### config.mk
export PLATFORM = sky130hd
export DESIGN_NAME = dlsr_ctrl
export DESIGN_NICKNAME = d
export VERILOG_FILES = /design/src/hdl/dlsr_pkg.sv /design/src/hdl/dlsr_ctrl.sv /design/src/hdl/dlsr_sync.sv
export SDC_FILE = /design/constraint.sdc
export NUM_CORES = 1
export LEC_CHECK = 0
export BUFFER_PORTS_ARGS = -buffer_cell sky130_fd_sc_hd__buf_2
export CORE_ASPECT_RATIO = 1.2
export CORE_UTILIZATION = 55
export DETAILED_ROUTE_END_ITERATION = 7
export PLACE_DENSITY = 0.75
export RECOVER_POWER = 25
export SLEW_MARGIN = 20
export SYNTH_ARGS = -nofsm -noshare
export SYNTH_HDL_FRONTEND = slang
export SYNTH_HIERARCHICAL = 1
export SYNTH_SLANG_ARGS = --single-unit
### constraint.sdc
create_clock -name mclk -period 3.4 [get_ports mclk]
set_input_delay 1.02 -clock mclk [delete_from_list [all_inputs] [get_ports mclk]]
set_output_delay 1.02 -clock mclk [all_outputs]
set_load 0.01 [all_outputs]
### src/hdl/dlsr_pkg.sv
// Constants, register map and carrier types of the converter control block.
// Assumes a single 125 MHz system clock and a byte-addressed register bus.
package dlsr_pkg;

    // ------------------------------------------------------------------
    // Sizes and timing
    // ------------------------------------------------------------------
    localparam int NUM_CHAN = 8;
    localparam int CODE_W = 12;
    localparam int CLK_PERIOD_NS = 8;
    localparam int RESET_DELAY_NS = 1000;
    // Least time, so round up
    localparam int RESET_DELAY_CYC = (RESET_DELAY_NS + CLK_PERIOD_NS - 1) / CLK_PERIOD_NS;

    // ------------------------------------------------------------------
    // Register byte offsets
    // ------------------------------------------------------------------
    localparam logic [6:0] OFS_VOL_CODE = 7'h00;
    localparam logic [6:0] OFS_NV_CODE = 7'h20;
    localparam logic [6:0] OFS_VOL_REF = 7'h40;
    localparam logic [6:0] OFS_VOL_PD = 7'h44;
    localparam logic [6:0] OFS_VOL_GAIN = 7'h48;
    localparam logic [6:0] OFS_NV_REF = 7'h4C;
    localparam logic [6:0] OFS_NV_PD = 7'h50;
    localparam logic [6:0] OFS_NV_GAIN = 7'h54;
    localparam logic [6:0] OFS_NV_ADDR = 7'h58;
    localparam logic [6:0] OFS_STATUS = 7'h5C;
    localparam logic [6:0] OFS_POINTER = 7'h60;

    // ------------------------------------------------------------------
    // Status fields
    // ------------------------------------------------------------------
    localparam int ST_POR_BIT = 0;
    localparam int ST_READY_BIT = 1;
    localparam int ST_BROWN_BIT = 2;
    localparam int ST_ANALOG_BIT = 3;
    localparam int ST_REFUSED_BIT = 4;
    localparam int ST_MATCH_LSB = 8;

    // ------------------------------------------------------------------
    // Encodings and reset values
    // ------------------------------------------------------------------
    localparam logic [1:0] REF_SUPPLY = 2'h0;
    localparam logic [1:0] REF_BANDGAP = 2'h1;
    localparam logic [1:0] REF_PIN_UNBUF = 2'h2;
    localparam logic [1:0] REF_PIN_BUF = 2'h3;
    localparam logic [1:0] PD_NORMAL = 2'h0;
    localparam logic [1:0] PD_LOW_RES_1K = 2'h1;
    localparam logic [1:0] PD_HIGH_RES_125K = 2'h2;
    localparam logic [1:0] PD_OPEN = 2'h3;
    localparam logic [CODE_W-1:0] NV_CODE_MID = 12'h7FF;
    localparam logic [CODE_W-1:0] NV_CODE_FULL = 12'hFFF;
    localparam logic [6:0] NV_ADDR_RESET = 7'h60;

    // ------------------------------------------------------------------
    // Carriers
    // ------------------------------------------------------------------
    typedef struct packed {
        logic [CODE_W-1:0] code;
        logic [1:0] ref_sel;
        logic [1:0] pd_sel;
        logic gain;
    } dlsr_chan_type;

    typedef struct packed {
        logic even_strobe_n;
        logic odd_strobe_n;
        logic hv_entry;
        logic supply_ok;
        logic scl;
        logic sda;
        logic strap_high;
        logic strap_low;
    } dlsr_pins_type;

    typedef enum logic [1:0] {SER_IDLE, SER_ADDR, SER_ACK, SER_SKIP} dlsr_ser_type;

    typedef struct packed {
        logic av_wait;
        logic [31:0] rdata;
        logic sup_prev;
        logic [NUM_CHAN-1:0][CODE_W-1:0] vol_code;
        logic [NUM_CHAN-1:0][CODE_W-1:0] nv_code;
        logic [NUM_CHAN-1:0][1:0] vol_ref;
        logic [NUM_CHAN-1:0][1:0] vol_pd;
        logic [NUM_CHAN-1:0] vol_gain;
        logic [NUM_CHAN-1:0][1:0] nv_ref;
        logic [NUM_CHAN-1:0][1:0] nv_pd;
        logic [NUM_CHAN-1:0] nv_gain;
        logic [6:0] nv_addr;
        logic por_flag;
        logic nv_refused;
        logic ready;
        logic analog_en;
        logic [15:0] tmr;
        logic [4:0] pointer;
        logic [7:0] match_cnt;
        dlsr_chan_type [NUM_CHAN-1:0] out;
        logic [1:0] even_ref;
        logic [1:0] odd_ref;
        dlsr_ser_type ser;
        logic [2:0] bitcnt;
        logic [7:0] shift;
        logic scl_prev;
        logic sda_prev;
        logic sda_oe;
    } dlsr_state_type;

endpackage : dlsr_pkg

### src/hdl/dlsr_ctrl.sv
// Converter control: latch gating, supply events, reset delay and serial slave front.
// Assumes an Avalon-MM master on mclk and asynchronous pins on every other input.
// Function
// Reference pin input, output, or detached
// Even channels use first reference pin
// Gain applies only for pin or bandgap
// Power-down field selects pull-down per channel
// Latch high holds governed outputs
// Latch low copies values to outputs
// Latch low passes writes at once
// Even latch even channels, odd latch odd
// User config writes need high-voltage entry
// Serial port is slave only
// Sample on rising, drive after falling
// Data changes only while clock low
// Straps set two low address bits
// Rising supply is power-on, falling brown-out
// Power-on copies nonvolatile into volatile
// Power-on sets status flag
// Reject serial commands until delay expires
// Power-on clears memory pointer
// Brown-out disables serial and nonvolatile writes
// Brown-out forces power-down, analog off
// Brown-out clears codes, reference, gain
// Operation continues below full-spec supply
// Latch pins synchronised before use
// Reset delay counter holds serial reset
`timescale 1ns/1ps
`default_nettype none
module dlsr_ctrl #(
    parameter int RESET_DELAY_CYC = dlsr_pkg::RESET_DELAY_CYC
) (
    input wire logic mclk,
    input wire logic rst_n,
    input wire logic [6:0] avs_address,
    input wire logic avs_read,
    input wire logic avs_write,
    input wire logic [31:0] avs_writedata,
    output logic [31:0] avs_readdata,
    output logic avs_waitrequest,
    input wire logic even_channel_update_strobe_n,
    input wire logic odd_channel_update_strobe_n,
    input wire logic high_voltage_program_entry,
    input wire logic supply_above_trip,
    input wire logic scl_in,
    input wire logic sda_in,
    output logic sda_out,
    output logic sda_oe,
    input wire logic slave_addr_strap_high,
    input wire logic slave_addr_strap_low,
    output dlsr_pkg::dlsr_chan_type [dlsr_pkg::NUM_CHAN-1:0] channel_analog_output,
    output logic [1:0] even_group_reference_pin,
    output logic [1:0] odd_group_reference_pin,
    output logic analog_enable
);
    dlsr_pkg::dlsr_state_type s_q;
    dlsr_pkg::dlsr_state_type s_d;
    dlsr_pkg::dlsr_pins_type pins_raw;
    dlsr_pkg::dlsr_pins_type pin;
    logic por_ev;
    logic bor_ev;
    logic wr_go;
    logic scl_rise;
    logic scl_fall;
    logic [6:0] my_addr;
    logic [7:0] shifted;

    // ------------------------------------------------------------------
    // Pin synchronisers
    // ------------------------------------------------------------------
    assign pins_raw = '{even_strobe_n: even_channel_update_strobe_n,
                        odd_strobe_n: odd_channel_update_strobe_n,
                        hv_entry: high_voltage_program_entry,
                        supply_ok: supply_above_trip,
                        scl: scl_in,
                        sda: sda_in,
                        strap_high: slave_addr_strap_high,
                        strap_low: slave_addr_strap_low};

    // latch pins synchronised
    dlsr_sync #(
        .WIDTH($bits(dlsr_pkg::dlsr_pins_type))
    ) u_sync (
        .mclk(mclk),
        .rst_n(rst_n),
        .din(pins_raw),
        .dout(pin)
    );

    // ------------------------------------------------------------------
    // Register read mux
    // ------------------------------------------------------------------
    function automatic logic [31:0] rd_word(input dlsr_pkg::dlsr_state_type s,
                                            input logic [6:0] a);
        logic [31:0] w;
        w = 32'h0000_0000;
        if (a >= dlsr_pkg::OFS_VOL_CODE && a < dlsr_pkg::OFS_NV_CODE) begin
            w[dlsr_pkg::CODE_W-1:0] = s.vol_code[a[4:2]];
        end else if (a >= dlsr_pkg::OFS_NV_CODE && a < dlsr_pkg::OFS_VOL_REF) begin
            w[dlsr_pkg::CODE_W-1:0] = s.nv_code[a[4:2]];
        end else begin
            unique case (a)
                dlsr_pkg::OFS_VOL_REF: w[15:0] = s.vol_ref;
                dlsr_pkg::OFS_VOL_PD: w[15:0] = s.vol_pd;
                dlsr_pkg::OFS_VOL_GAIN: w[7:0] = s.vol_gain;
                dlsr_pkg::OFS_NV_REF: w[15:0] = s.nv_ref;
                dlsr_pkg::OFS_NV_PD: w[15:0] = s.nv_pd;
                dlsr_pkg::OFS_NV_GAIN: w[7:0] = s.nv_gain;
                dlsr_pkg::OFS_NV_ADDR: w[6:0] = s.nv_addr;
                dlsr_pkg::OFS_STATUS: begin
                    w[dlsr_pkg::ST_POR_BIT] = s.por_flag;
                    w[dlsr_pkg::ST_READY_BIT] = s.ready;
                    w[dlsr_pkg::ST_BROWN_BIT] = ~s.sup_prev;
                    w[dlsr_pkg::ST_ANALOG_BIT] = s.analog_en;
                    w[dlsr_pkg::ST_REFUSED_BIT] = s.nv_refused;
                    w[dlsr_pkg::ST_MATCH_LSB +: 8] = s.match_cnt;
                end
                dlsr_pkg::OFS_POINTER: w[4:0] = s.pointer;
                default: w = 32'h0000_0000;
            endcase
        end
        return w;
    endfunction : rd_word

    // ------------------------------------------------------------------
    // Event decode
    // ------------------------------------------------------------------
    // rising is power-on, falling brown-out
    assign por_ev = pin.supply_ok & ~s_q.sup_prev;
    assign bor_ev = ~pin.supply_ok & s_q.sup_prev;
    // Write lands at the edge where the master sees waitrequest low
    assign wr_go = avs_write & ~s_q.av_wait;
    // edges found on synchronised serial clock
    assign scl_rise = pin.scl & ~s_q.scl_prev;
    assign scl_fall = ~pin.scl & s_q.scl_prev;
    // straps give the two low address bits
    assign my_addr = {s_q.nv_addr[6:2], pin.strap_high, pin.strap_low};
    assign shifted = {s_q.shift[6:0], pin.sda};

    // ------------------------------------------------------------------
    // Next state
    // ------------------------------------------------------------------
    always_comb begin
        s_d = s_q;
        s_d.sup_prev = pin.supply_ok;
        s_d.scl_prev = pin.scl;
        s_d.sda_prev = pin.sda;

        // Bus slave: one wait cycle, then a single-cycle answer
        s_d.av_wait = 1'b1;
        if ((avs_read | avs_write) && s_q.av_wait) begin
            s_d.av_wait = 1'b0;
            s_d.rdata = rd_word(s_q, avs_address);
        end

        // nothing gates on the full-spec level, only on the trip level
        if (wr_go) begin
            if (avs_address < dlsr_pkg::OFS_NV_CODE) begin
                s_d.vol_code[avs_address[4:2]] = avs_writedata[dlsr_pkg::CODE_W-1:0];
            end
            unique case (avs_address)
                dlsr_pkg::OFS_VOL_REF: s_d.vol_ref = avs_writedata[15:0];
                dlsr_pkg::OFS_VOL_PD: s_d.vol_pd = avs_writedata[15:0];
                dlsr_pkg::OFS_VOL_GAIN: s_d.vol_gain = avs_writedata[7:0];
                dlsr_pkg::OFS_POINTER: s_d.pointer = avs_writedata[4:0];
                dlsr_pkg::OFS_STATUS: begin
                    if (avs_writedata[dlsr_pkg::ST_POR_BIT]) begin
                        s_d.por_flag = 1'b0;
                    end
                    if (avs_writedata[dlsr_pkg::ST_REFUSED_BIT]) begin
                        s_d.nv_refused = 1'b0;
                    end
                end
                default: begin
                end
            endcase
            // nonvolatile writes blocked while browned out
            if (s_q.sup_prev) begin
                if (avs_address >= dlsr_pkg::OFS_NV_CODE
                        && avs_address < dlsr_pkg::OFS_VOL_REF) begin
                    s_d.nv_code[avs_address[4:2]] = avs_writedata[dlsr_pkg::CODE_W-1:0];
                end
                unique case (avs_address)
                    dlsr_pkg::OFS_NV_REF: s_d.nv_ref = avs_writedata[15:0];
                    dlsr_pkg::OFS_NV_PD: s_d.nv_pd = avs_writedata[15:0];
                    dlsr_pkg::OFS_NV_GAIN: s_d.nv_gain = avs_writedata[7:0];
                    default: begin
                    end
                endcase
            end
            // user config needs high-voltage entry
            if (avs_address == dlsr_pkg::OFS_NV_ADDR) begin
                if (s_q.sup_prev && pin.hv_entry) begin
                    s_d.nv_addr = avs_writedata[6:0];
                end else begin
                    s_d.nv_refused = 1'b1;
                end
            end
            if (!s_q.sup_prev && avs_address >= dlsr_pkg::OFS_NV_CODE
                    && avs_address <= dlsr_pkg::OFS_NV_GAIN
                    && avs_address != dlsr_pkg::OFS_VOL_REF
                    && avs_address != dlsr_pkg::OFS_VOL_PD
                    && avs_address != dlsr_pkg::OFS_VOL_GAIN) begin
                s_d.nv_refused = 1'b1;
            end
        end

        // reset delay counter
        if (s_q.sup_prev && !s_q.ready) begin
            s_d.tmr = s_q.tmr + 16'h0001;
            if (s_q.tmr == 16'(RESET_DELAY_CYC - 1)) begin
                s_d.ready = 1'b1;
            end
        end

        if (por_ev) begin
            // recall nonvolatile settings
            s_d.vol_code = s_q.nv_code;
            s_d.vol_ref = s_q.nv_ref;
            s_d.vol_pd = s_q.nv_pd;
            s_d.vol_gain = s_q.nv_gain;
            // power-on flag, set wins over clear
            s_d.por_flag = 1'b1;
            // restart delay, serial held off
            s_d.tmr = 16'h0000;
            s_d.ready = 1'b0;
            // pointer to first location
            s_d.pointer = 5'h00;
            s_d.analog_en = 1'b1;
        end
        if (!pin.supply_ok) begin
            // serial disabled
            s_d.ready = 1'b0;
            s_d.tmr = 16'h0000;
            // all power-down, analog off
            s_d.vol_pd = '1;
            s_d.analog_en = 1'b0;
            // codes, reference and gain cleared
            s_d.vol_code = '0;
            s_d.vol_ref = '0;
            s_d.vol_gain = '0;
        end

        for (int i = 0; i < dlsr_pkg::NUM_CHAN; i++) begin
            // even strobe even channels, odd strobe odd
            // strobe high holds; R06 R07 strobe low passes through
            if (((i % 2 == 0) ? ~pin.even_strobe_n : ~pin.odd_strobe_n)
                    || !pin.supply_ok) begin
                s_d.out[i].code = s_d.vol_code[i];
                s_d.out[i].ref_sel = s_d.vol_ref[i];
                // power-down field picks the pull-down
                s_d.out[i].pd_sel = s_d.vol_pd[i];
                // gain only with pin or bandgap reference
                s_d.out[i].gain = s_d.vol_gain[i]
                                  & (s_d.vol_ref[i] != dlsr_pkg::REF_SUPPLY);
            end
        end
        // bit1 senses pin input, bit0 drives bandgap out; both low detaches
        s_d.even_ref = {s_d.out[0].ref_sel[1], s_d.out[0].ref_sel == dlsr_pkg::REF_BANDGAP};
        s_d.odd_ref = {s_d.out[1].ref_sel[1], s_d.out[1].ref_sel == dlsr_pkg::REF_BANDGAP};

        // Serial front end; R10 no clock output exists
        if (!s_q.ready) begin
            // commands rejected while held in reset
            s_d.ser = dlsr_pkg::SER_IDLE;
            s_d.sda_oe = 1'b0;
        end else if (pin.scl && s_q.scl_prev && s_q.sda_prev && !pin.sda) begin
            s_d.ser = dlsr_pkg::SER_ADDR;
            s_d.bitcnt = 3'h0;
            s_d.sda_oe = 1'b0;
        end else if (pin.scl && s_q.scl_prev && !s_q.sda_prev && pin.sda) begin
            s_d.ser = dlsr_pkg::SER_IDLE;
            s_d.sda_oe = 1'b0;
        end else begin
            unique case (s_q.ser)
                dlsr_pkg::SER_IDLE: begin
                end
                dlsr_pkg::SER_ADDR: begin
                    // sample on rising edge
                    if (scl_rise) begin
                        s_d.shift = shifted;
                        s_d.bitcnt = s_q.bitcnt + 3'h1;
                        if (s_q.bitcnt == 3'h7) begin
                            s_d.ser = (shifted[7:1] == my_addr) ? dlsr_pkg::SER_ACK
                                                                : dlsr_pkg::SER_SKIP;
                            if (shifted[7:1] == my_addr) begin
                                s_d.match_cnt = s_q.match_cnt + 8'h01;
                            end
                        end
                    end
                end
                dlsr_pkg::SER_ACK: begin
                    // drive changes only after a falling edge
                    if (scl_fall) begin
                        s_d.sda_oe = ~s_q.sda_oe;
                        if (s_q.sda_oe) begin
                            s_d.ser = dlsr_pkg::SER_SKIP;
                        end
                    end
                end
                dlsr_pkg::SER_SKIP: begin
                end
            endcase
        end
    end

    // ------------------------------------------------------------------
    // State register
    // ------------------------------------------------------------------
    always_ff @(posedge mclk or negedge rst_n) begin
        if (!rst_n) begin
            s_q <= '0;
            s_q.av_wait <= 1'b1;
            s_q.nv_code <= {{(dlsr_pkg::NUM_CHAN - 2){dlsr_pkg::NV_CODE_FULL}},
                            dlsr_pkg::NV_CODE_MID, dlsr_pkg::NV_CODE_MID};
            s_q.nv_addr <= dlsr_pkg::NV_ADDR_RESET;
            s_q.vol_pd <= '1;
            for (int i = 0; i < dlsr_pkg::NUM_CHAN; i++) begin
                s_q.out[i].pd_sel <= dlsr_pkg::PD_OPEN;
            end
            s_q.ser <= dlsr_pkg::SER_IDLE;
        end else begin
            s_q <= s_d;
        end
    end

    assign avs_waitrequest = s_q.av_wait;
    assign avs_readdata = s_q.rdata;
    assign sda_out = 1'b0;
    assign sda_oe = s_q.sda_oe;
    assign channel_analog_output = s_q.out;
    assign even_group_reference_pin = s_q.even_ref;
    assign odd_group_reference_pin = s_q.odd_ref;
    assign analog_enable = s_q.analog_en;
endmodule : dlsr_ctrl
`default_nettype wire

### src/hdl/dlsr_sync.sv
// Two-flop synchroniser for a group of asynchronous pins.
// Assumes inputs come from outside the mclk domain.
`timescale 1ns/1ps
`default_nettype none
module dlsr_sync #(
    parameter int WIDTH = 8
) (
    input wire logic mclk,
    input wire logic rst_n,
    input wire logic [WIDTH-1:0] din,
    output logic [WIDTH-1:0] dout
);
    typedef struct packed {
        logic [WIDTH-1:0] meta;
        logic [WIDTH-1:0] stable;
    } dlsr_sync_state_type;

    dlsr_sync_state_type s_q;
    dlsr_sync_state_type s_d;

    // First stage feeds only the second stage
    always_comb begin
        s_d.meta = din;
        s_d.stable = s_q.meta;
    end

    always_ff @(posedge mclk or negedge rst_n) begin
        if (!rst_n) begin
            s_q <= '0;
        end else begin
            s_q <= s_d;
        end
    end

    assign dout = s_q.stable;
endmodule : dlsr_sync
`default_nettype wire

==> results of run 1 <==
[cells in the final DEF, fill, tap and decap left out, drive strengths merged, types with 19 or more instances in the layout]
cell and instances:
a21oi 119, inv 19, nand3 22, o31ai 27, and2 102, mux2 172, o21ai 61, mux2i 126
nor2 171, dfrtp 370, a22oi 30, mux4 48, dfstp 129, clkbuf 82, nand2 111, and3 21
nand4 28, xnor2 19, buf 290, a22o 105
[path summary, 6_finish.rpt]
kind,from,end,slack [ps],depth (start not counted)
setup / recovery,avs_address[6],channel_analog_output[1],900,7
hold / removal,u_sync/s_d[3],u_sync/dout[3],350,0
hold reg to reg,u_sync/s_d[3],u_sync/dout[3],350,0
max in group asynchronous,rst_n,channel_analog_output[115],1050,2
min in group asynchronous,rst_n,channel_analog_output[37],400,1
setup reg to reg,s_q[468],channel_analog_output[119],1090,5
[power by group]
part | switching, W | internal [W]
Combinational | 0.000934 | 0.000592
Clock | 0.00237 | 0.00354
Sequential | 0.000255 | 0.00634
[logic make-up after synthesis]
| kind of cell | Yosys count | synth area share [%] |
|---|---|---|
| and+or+nand+nor | 516 | 10.46 |
| other | 1 | 0.01504 |
| AOI/OAI and AO/OA | 428 | 11.88 |
| xor gates and xnor gates | 29 | 1.019 |
| adders and majority gates | 5 | 0.2509 |
| buffers and inverters | 370 | 8.486 |
| DFF | 499 | 50.73 |
| muxes | 346 | 17.16 |
[per-stage QoR]
stage	std cells	setup WS, ps	total power [W]	instance area [sq um]	hold WS [ps]
CTS	2858	953.3	0.01411	27490	350.4
floorplan	2210	492.7	0.007632	24990	331.2
finish	2858	902.0	0.01403	27420	348.0
detailed placement	2766	327.8	0.008207	25720	335.8
global placement	2766	417.8	0.008162	25720	335.0
global route	2858	721.9	0.01448	27420	354.9
[cell type report]
type,count,area (sq um)
fillers,3580,17350
multi-input cells,1341,10250
inverters,18,67.56
flip-flops and latches,499,12660
well taps,609,762.0
repair buffers,299,1924
clock inverters,19,327.8
clock buffers,73,1436
[routing by layer]
layer / wire (um) / vias up
met5: 0 / -
met2: 34330 / 757
li1: - / 7679
met1: 28550 / 9029
met4: 3356 / 0
met3: 4283 / 162
==> flow_metrics.py, run 1 <==
metrics = {
    "die": {
        "die_area_sq_um": 46190,
        "fp.dieW_um": 196.4,
        "die_height_um": 235.2,
        "core-area_sq_um": 44770,
        "num_rows": 85,
        "start_util_pct": 55.69,
        "ios": 227,
    },
    "synthesis": {
        "synthTopCellsByCount": "370 x dfrtp_1, 175 x buf_4, 170 x nor2_1, 166 x mux2_2, 129 x dfstp_2",
        "synth-main-ff-cell": "dfrtp_1",
        "synth_edf_count": 0,
        "netlist_instances": 2194,
        "syn_area_sq_um": 24930,
        "synth_top_area_share_pct": 37.13,
        "async_flop_share_pct": 100.0,
        "yosysTopAreaCell": "dfrtp_1",
        "ys_types": 75,
        "synthTopCellsByArea": "dfrtp_1 37%, dfstp_2 14%, mux2_2 7.5%",
        "yosysMostFrequentCell": "dfrtp_1",
        "yosysWarnings": 6,
        "ys_seq_area_share_pct": 50.73,
        "avgSynthCellArea_sq_um": 11.36,
        "yosys_register_bits": 499,
    },
    "global_route": {
        "grtUsageMet2_pct": 49.81,
        "track_usage_pct": 30.86,
        "grt_pass1_wl_mm": 107.0,
        "grt_max_degree": 144,
        "overflow": 0,
        "use_met1_pct": 41.72,
        "grt_antenna_before_repair": 0,
        "grt_use_met3_pct": 3.854,
        "grt-busiest-layer": "met2",
        "first_global_vias": 17400,
    },
    "clocking": {
        "clk_latency_ps": 610,
        "cts-buffers-inserted": 49,
        "post-cts-setup-buffers": 0,
        "clk_path_buf_depth": 3,
        "htreeDepth": 2,
        "root_buffer": "clkbuf_16",
        "numClockSinks": 499,
        "clk_pin_slew_ps": 60,
        "cts.repair.resized": 0,
        "tritoncts": "done",
        "hold_buffers": 0,
    },
    "routing": {
        "ant_nets": 0,
        "drcViolationCount": 0,
        "routed_wl_mm": 70.53,
        "vias": 17630,
        "drt-initial-drc-count": 1362,
        "dr.pass1.iters": 5,
        "viasPerCell": 6.168,
        "wl_per_cell_um": 24.68,
    },
    "critical_path": {
        "worst_ep_arrival_time_ps": 2960,
        "cp_slowest_cell": "or3b_4",
        "crit_buf_inv": 2,
        "cp_cell_sequence": "buf_2 -> or3b_4 -> nor4_4 -> buf_12 -> nand2_1 -> and3_1 -> o311ai_0",
        "cp-end-kind": "register",
        "crit_type": "in -> reg",
        "critPathMaxStageDelay_ps": 540,
        "worstPathRequired_ps": 3860,
        "worstPathMaxFanout": 16,
        "cp_top_family": "simple AND/OR/NAND/NOR gates",
        "cp-start-kind": "input pin",
    },
    "cells_and_area": {
        "drive_above_1_share_pct": 33.13,
        "area_growth_pct": 9.986,
        "antenna_cells": 0,
        "final_util_pct": 61.25,
        "fin_nets": 2264,
    },
    "placed_design": {
        "gp_congestion": 0.9988,
        "dp_hpwl_mm": 48.54,
        "port_buffers": 193,
    },
    "run_status": {
        "status": "finished clean",
    },
    "sta": {
        "max_freq_ghz": 0.4003,
        "skew_ps": 25.19,
        "relSlewSlack_pct": 4.953,
        "setup_violations": 0,
        "hold_viol": 0,
        "tns_ps": 0,
        "fin_crit_sh_pct": 73.47,
        "tightest_slew_ps": 1426,
        "maxSlewViolCount": 0,
        "timing.final.crit_period_ps": 2498,
        "rsz0062_at_grt": "false",
    },
    "power": {
        "p_leak_nw": 13.25,
        "vdd_drop_max_v": 0.0004253,
        "p_per_area_nw_per_um2": 511.5,
    },
    "worst_hold_path": {
        "hp-class": "reg -> reg",
    },
    "flow_run": {
        "maxCapViolCount": 0,
    },
}
(Power assumes the default switching activity.)
==> inputs of run 2 (changes only) <==
==> constraint.sdc (replaced) <==
create_clock -name mclk -period 2.5 [get_ports mclk]
set_input_delay 0.75 -clock mclk [delete_from_list [all_inputs] [get_ports mclk]]
set_output_delay 0.75 -clock mclk [all_outputs]
set_load 0.01 [all_outputs]
==> run 2 against run 1 <==
  * The run now ends with max-capacitance violations, max-slew violations left
  * Utilization up 2.0 points
  * Routed wire length grew 2.2%
  * Critical path depth decreased by 1
  * Register-to-register slack got worse by 700 ps
  * Flip-flop and latch count did not move
  * Sequential power is 36% higher
  * First-iteration DRC count down 10%
  * Via count grew 1.2%
  * Global-route usage grew 0.74 points
  * Largest cell class unchanged
==> flow_metrics.py, run 2 (synthesis gave the netlist of run 1 again) <==
metrics = {
    "critical_path": {
        "cp-end-kind": "register",
        "worst_ep_arrival_time_ps": 2630,
        "critPathCapture": "channel_analog_output[71]",
        "r2r_setup_slack_ps": 390,
        "crit_top_cell": "buf_4",
        "worstReg2RegEnd": "channel_analog_output[68]",
        "cp-startpoint": "avs_address[2]",
        "cp-start-kind": "input pin",
        "worstPathRequired_ps": 2980,
        "crit_buf_inv": 2,
        "crit_type": "in -> reg",
        "ff2ff_path_depth": 6,
        "cp_top_family": "simple AND/OR/NAND/NOR gates",
        "worstPathMaxFanout": 4,
        "critPathMaxStageDelay_ps": 650,
        "cp_cell_sequence": "buf_4 -> or4_1 -> buf_4 -> o31ai_1 -> a31oi_1 -> mux2_2",
        "worst-path-stages": 6,
        "cp_slowest_cell": "or4_1",
        "worstReg2RegStart": "avs_waitrequest",
    },
    "cells_and_area": {
        "area_growth_pct": 13.63,
        "layout_common_cells": "368 x dfrtp_1, 191 x buf_2, 170 x nor2_1",
        "final_common_cell": "dfrtp_1",
        "drive_above_1_share_pct": 36.23,
        "antenna_cells": 0,
        "final_util_pct": 63.28,
        "fin_nets": 2361,
    },
    "die": {
        "die_area_sq_um": 46190,
        "num_rows": 85,
        "fp.dieW_um": 196.4,
        "ios": 227,
        "start_util_pct": 55.69,
        "core-area_sq_um": 44770,
        "die_height_um": 235.2,
    },
    "global_route": {
        "overflow": 0,
        "grt_pass1_wl_mm": 109.5,
        "grt_antenna_before_repair": 0,
        "track_usage_pct": 31.60,
        "first_global_vias": 17890,
        "grt_max_degree": 194,
    },
    "sta": {
        "setup_violations": 0,
        "rsz0062_at_grt": "false",
        "hold_viol": 0,
        "max_freq_ghz": 0.4651,
        "hold_slack_ps": 16.56,
        "relSlewSlack_pct": -7.772,
        "maxSlewViolCount": 71,
        "timing.final.crit_period_ps": 2150,
        "tightest_slew_ps": 1617,
        "fin_crit_sh_pct": 86.00,
        "skew_ps": 18.30,
        "finalWorstSetupSlack_ps": 350.0,
    },
    "run_status": {
        "status": "finished, violations left",
        "violations": "max-capacitance violations, max-slew violations",
    },
    "clocking": {
        "htreeDepth": 2,
        "clk_pin_slew_ps": 60,
        "numClockSinks": 499,
        "cts.repair.resized": 0,
        "clk_latency_ps": 600,
        "post-cts-setup-buffers": 0,
        "root_buffer": "clkbuf_16",
        "tritoncts": "done",
        "cts-buffers-inserted": 50,
        "clk_path_buf_depth": 3,
        "hold_buffers": 0,
    },
    "placed_design": {
        "port_buffers": 193,
        "dp_hpwl_mm": 50.67,
        "gp_congestion": 1.011,
        "dp_worst_setup_slack_ps": -173.9,
    },
    "routing": {
        "routed_wl_mm": 72.11,
        "wl_per_cell_um": 24.40,
        "vias": 17830,
        "viasPerCell": 6.034,
        "drcViolationCount": 0,
        "drt-initial-drc-count": 1222,
        "ant_nets": 0,
        "dr.pass1.iters": 7,
    },
    "flow_run": {
        "maxCapViolCount": 1,
    },
    "worst_hold_path": {
        "hp-class": "in -> async",
    },
    "power": {
        "p_leak_nw": 13.80,
        "vdd_drop_max_v": 0.0004634,
        "p_per_area_nw_per_um2": 676.8,
    },
}
[run 2: cell types whose count changed in the layout (fill, tap and decap cells not counted), moves of 2 or more]
cell and change:
buf_12 +15, buf_2 +2, buf_4 +81, clkbuf_1 -10, clkbuf_16 +2, clkbuf_4 +2, clkbuf_8 -2, clkinv_2 +8
clkinv_8 -2
[run 2: worst register-to-register path, cell delays in order, from the launching register on]
cell and delay [ps]:
dfstp_2 570, nand2b_1 310, buf_4 240, o31ai_1 110, a31oi_1 510, nor2_1 100, o31ai_1 200
[run 2: metrics by stage]
| stage | total power, W | setup TNS [ps] | instance area, sq um | std cells |
|---|---|---|---|---|
| 2_1_floorplan | 0.01038 | 0 | 25000 | 2210 |
| 3_3_place_gp | 0.01121 | -2016 | 26640 | 2862 |
| 3_5_place_dp | 0.01127 | -3681 | 26640 | 2862 |
| 4_1_cts | 0.01931 | 0 | 28400 | 2955 |
| 5_1_grt | 0.01981 | 0 | 28330 | 2955 |
| 6_report | 0.01918 | 0 | 28330 | 2955 |
[run 2: worst min-delay path by stage]
stage,start,endpoint,slack (ps),cells after the start
2_1_floorplan,u_sync/s_d[0],u_sync/dout[0],330,0
3_3_place_gp,u_sync/s_d[4],u_sync/dout[4],330,0
3_5_place_dp,u_sync/s_d[2],u_sync/dout[2],340,0
4_1_cts,rst_n,s_q[165],30,1
5_1_grt,rst_n,s_q[166],30,1
6_report,rst_n,s_q[261],20,1
[run 2: cell type report]
| type | instances | area, sq um |
|---|---|---|
| fill | 3503 | 16440 |
| sequential | 499 | 12660 |
| multi-input combinational | 1341 | 10250 |
| timing repair buffer | 395 | 2841 |
| clock buffer | 66 | 1433 |
| tap | 609 | 762.0 |
| clock inverter | 27 | 325.3 |
| inverter | 18 | 67.56 |
[run 2: metal layers]
layer / share of wire, % / global-route usage [%] / routed length [um]
met2: 49 / 51.19 / 34990
met1: 39 / 40.59 / 28440
met3: 5.6 / 4.026 / 4021
met4: 6.5 / 19.18 / 4653
met5: 0 / 0 / 0
[run 2: report_power, final]
group | switching [W] | total, W | internal [W]
Combinational | 0.00129 | 0.00218 | 0.000889
Sequential | 0.000346 | 0.00896 | 0.00862
Clock | 0.00327 | 0.00803 | 0.00476
==> inputs of run 3 (changes only) <==
--- a/config.mk
+++ b/config.mk
@@ -10,7 +10,7 @@
 export CORE_UTILIZATION = 55
 export DETAILED_ROUTE_END_ITERATION = 7
 export PLACE_DENSITY = 0.75
-export RECOVER_POWER = 25
+export RECOVER_POWER = 50
 export SLEW_MARGIN = 20
 export SYNTH_ARGS = -nofsm -noshare
 export SYNTH_HDL_FRONTEND = slang
==> run 3 against run 2 <==
  * Maximum frequency down 2.7%
  * Clock skew shrank 1.2 ps
  * Final cell count unchanged
  * Die area unchanged
  * Non-clock buffer count did not move
  * Routed wire length decreased by 0.28%
  * Largest power group unchanged
  * Flip-flop and latch count unchanged
  * The run still ends with max-capacitance violations, max-slew violations left
  * Critical endpoint is now channel_analog_output[102]
  * Worst hold slack worse by 4.6 ps
  * Sequential power about the same
==> flow_metrics.py, run 3 (synthesis gave the netlist of run 1 again) <==
metrics = {
    "run_status": {
        "status": "finished, violations left",
        "violations": "max-capacitance violations, max-slew violations",
    },
    "sta": {
        "tightest_slew_ps": 1620,
        "hold_viol": 0,
        "rsz0062_at_grt": "false",
        "maxSlewViolCount": 71,
        "relSlewSlack_pct": -8.031,
        "max_freq_ghz": 0.4525,
        "finalWorstSetupSlack_ps": 290.1,
        "hold_slack_ps": 12.00,
        "skew_ps": 17.08,
        "timing.final.crit_period_ps": 2210,
        "setup_violations": 0,
        "fin_crit_sh_pct": 88.39,
    },
    "die": {
        "die_height_um": 235.2,
        "core-area_sq_um": 44770,
        "ios": 227,
        "fp.dieW_um": 196.4,
        "num_rows": 85,
        "die_area_sq_um": 46190,
        "start_util_pct": 55.69,
    },
    "placed_design": {
        "dp_hpwl_mm": 50.67,
        "port_buffers": 193,
        "dp_worst_setup_slack_ps": -173.9,
        "gp_congestion": 1.011,
        "dp_cells": 2862,
    },
    "routing": {
        "vias": 17830,
        "routed_wl_mm": 71.90,
        "drt-initial-drc-count": 1226,
        "wl_per_cell_um": 24.33,
        "drcViolationCount": 0,
        "dr.pass1.iters": 7,
        "viasPerCell": 6.035,
        "ant_nets": 0,
    },
    "global_route": {
        "grt_pass1_wl_mm": 109.5,
        "track_usage_pct": 31.60,
        "first_global_vias": 17890,
        "grt_antenna_before_repair": 0,
        "overflow": 0,
        "grt_max_degree": 194,
    },
    "clocking": {
        "clk_pin_slew_ps": 60,
        "hold_buffers": 0,
        "post-cts-setup-buffers": 0,
        "clk_latency_ps": 600,
        "cts.repair.resized": 0,
        "clk_path_buf_depth": 3,
        "tritoncts": "done",
        "htreeDepth": 2,
        "cts-buffers-inserted": 50,
        "root_buffer": "clkbuf_16",
        "numClockSinks": 499,
    },
    "worst_hold_path": {
        "hp-class": "in -> async",
    },
    "power": {
        "vdd_drop_max_v": 0.0004631,
        "p_leak_nw": 13.73,
        "p_per_area_nw_per_um2": 679.8,
        "power_w": 0.01917,
    },
    "cells_and_area": {
        "layout_common_cells": "368 x dfrtp_1, 190 x buf_2, 170 x nor2_1",
        "ff_latch_area_sq_um": 12660,
        "final_common_cell": "dfrtp_1",
        "antenna_cells": 0,
        "multi_input_area_sq_um": 10220,
        "fin_nets": 2361,
        "final-instance-count-excl-fill": 2955,
        "num-fill-cells": 3520,
        "area_growth_pct": 13.09,
        "drive_above_1_share_pct": 35.85,
    },
    "critical_path": {
        "worstPathRequired_ps": 2990,
        "worst_ep_arrival_time_ps": 2700,
        "cp-start-kind": "input pin",
        "worstPathMaxFanout": 8,
        "crit_type": "in -> reg",
        "cp-end-kind": "register",
    },
    "flow_run": {
        "maxCapViolCount": 1,
    },
}
## run 3: cell types whose count changed in the layout (fill, tap and decap cells not counted), sizes merged
cell and delta:
clkbuf +13, buf -13
## run 3: critical path, stage by stage
cell and delay (ps):
buf_2 140, or3b_4 430, nor4_1 490, buf_12 200, nand2_1 50, a31o_1 340, o31ai_1 290
## run 3: where the power goes
group | internal (W) | switching [W] | total, W
Sequential | 0.00862 | 0.000346 | 0.00896
Clock | 0.00476 | 0.00328 | 0.00804
Combinational | 0.000881 | 0.00129 | 0.00217
## run 3: path summary, 6_finish.rpt
| kind | startpoint | to | slack, ps | cells after the start |
|---|---|---|---|---|
| setup / recovery | avs_address[0] | channel_analog_output[102] | 290 | 7 |
| hold / removal | rst_n | s_q[261] | 10 | 1 |
| setup reg to reg | avs_waitrequest | channel_analog_output[93] | 300 | 8 |
| hold reg to reg | u_sync/s_d[4] | u_sync/dout[4] | 350 | 0 |
| max in group asynchronous | rst_n | s_q[441] | 610 | 2 |
| min in group mclk | high_voltage_program_entry | u_sync/s_d[5] | 260 | 1 |
## run 3: area by class of cell
type | instances | area share (%)
Clock inverter | 27 | 1.154
Timing Repair Buffer | 395 | 9.682
Sequential cell | 499 | 44.88
Clock buffer | 66 | 5.081
Multi-Input combinational cell | 1341 | 36.26
Inverter | 18 | 0.2396
Tap cell | 609 | 2.702
## run 3: through the flow
stage	util (%)	setup TNS [ps]	area [sq um]
floorplan	-	0	25000
global placement	59.51	-2016	26640
detailed placement	59.51	-3681	26640
CTS	63.43	0	28400
global route	62.98	0	28200
finish	62.98	0	28200
## run 3: metal layers
layer / part of all wire (%) / vias to the layer above / GRT usage (%)
li1: - / 7871 / -
met2: 48 / 680 / 51.19
met3: 5.5 / 210 / 4.026
met4: 6.7 / 0 / 19.18
met5: 0 / - / 0
met1: 40 / 9071 / 40.59
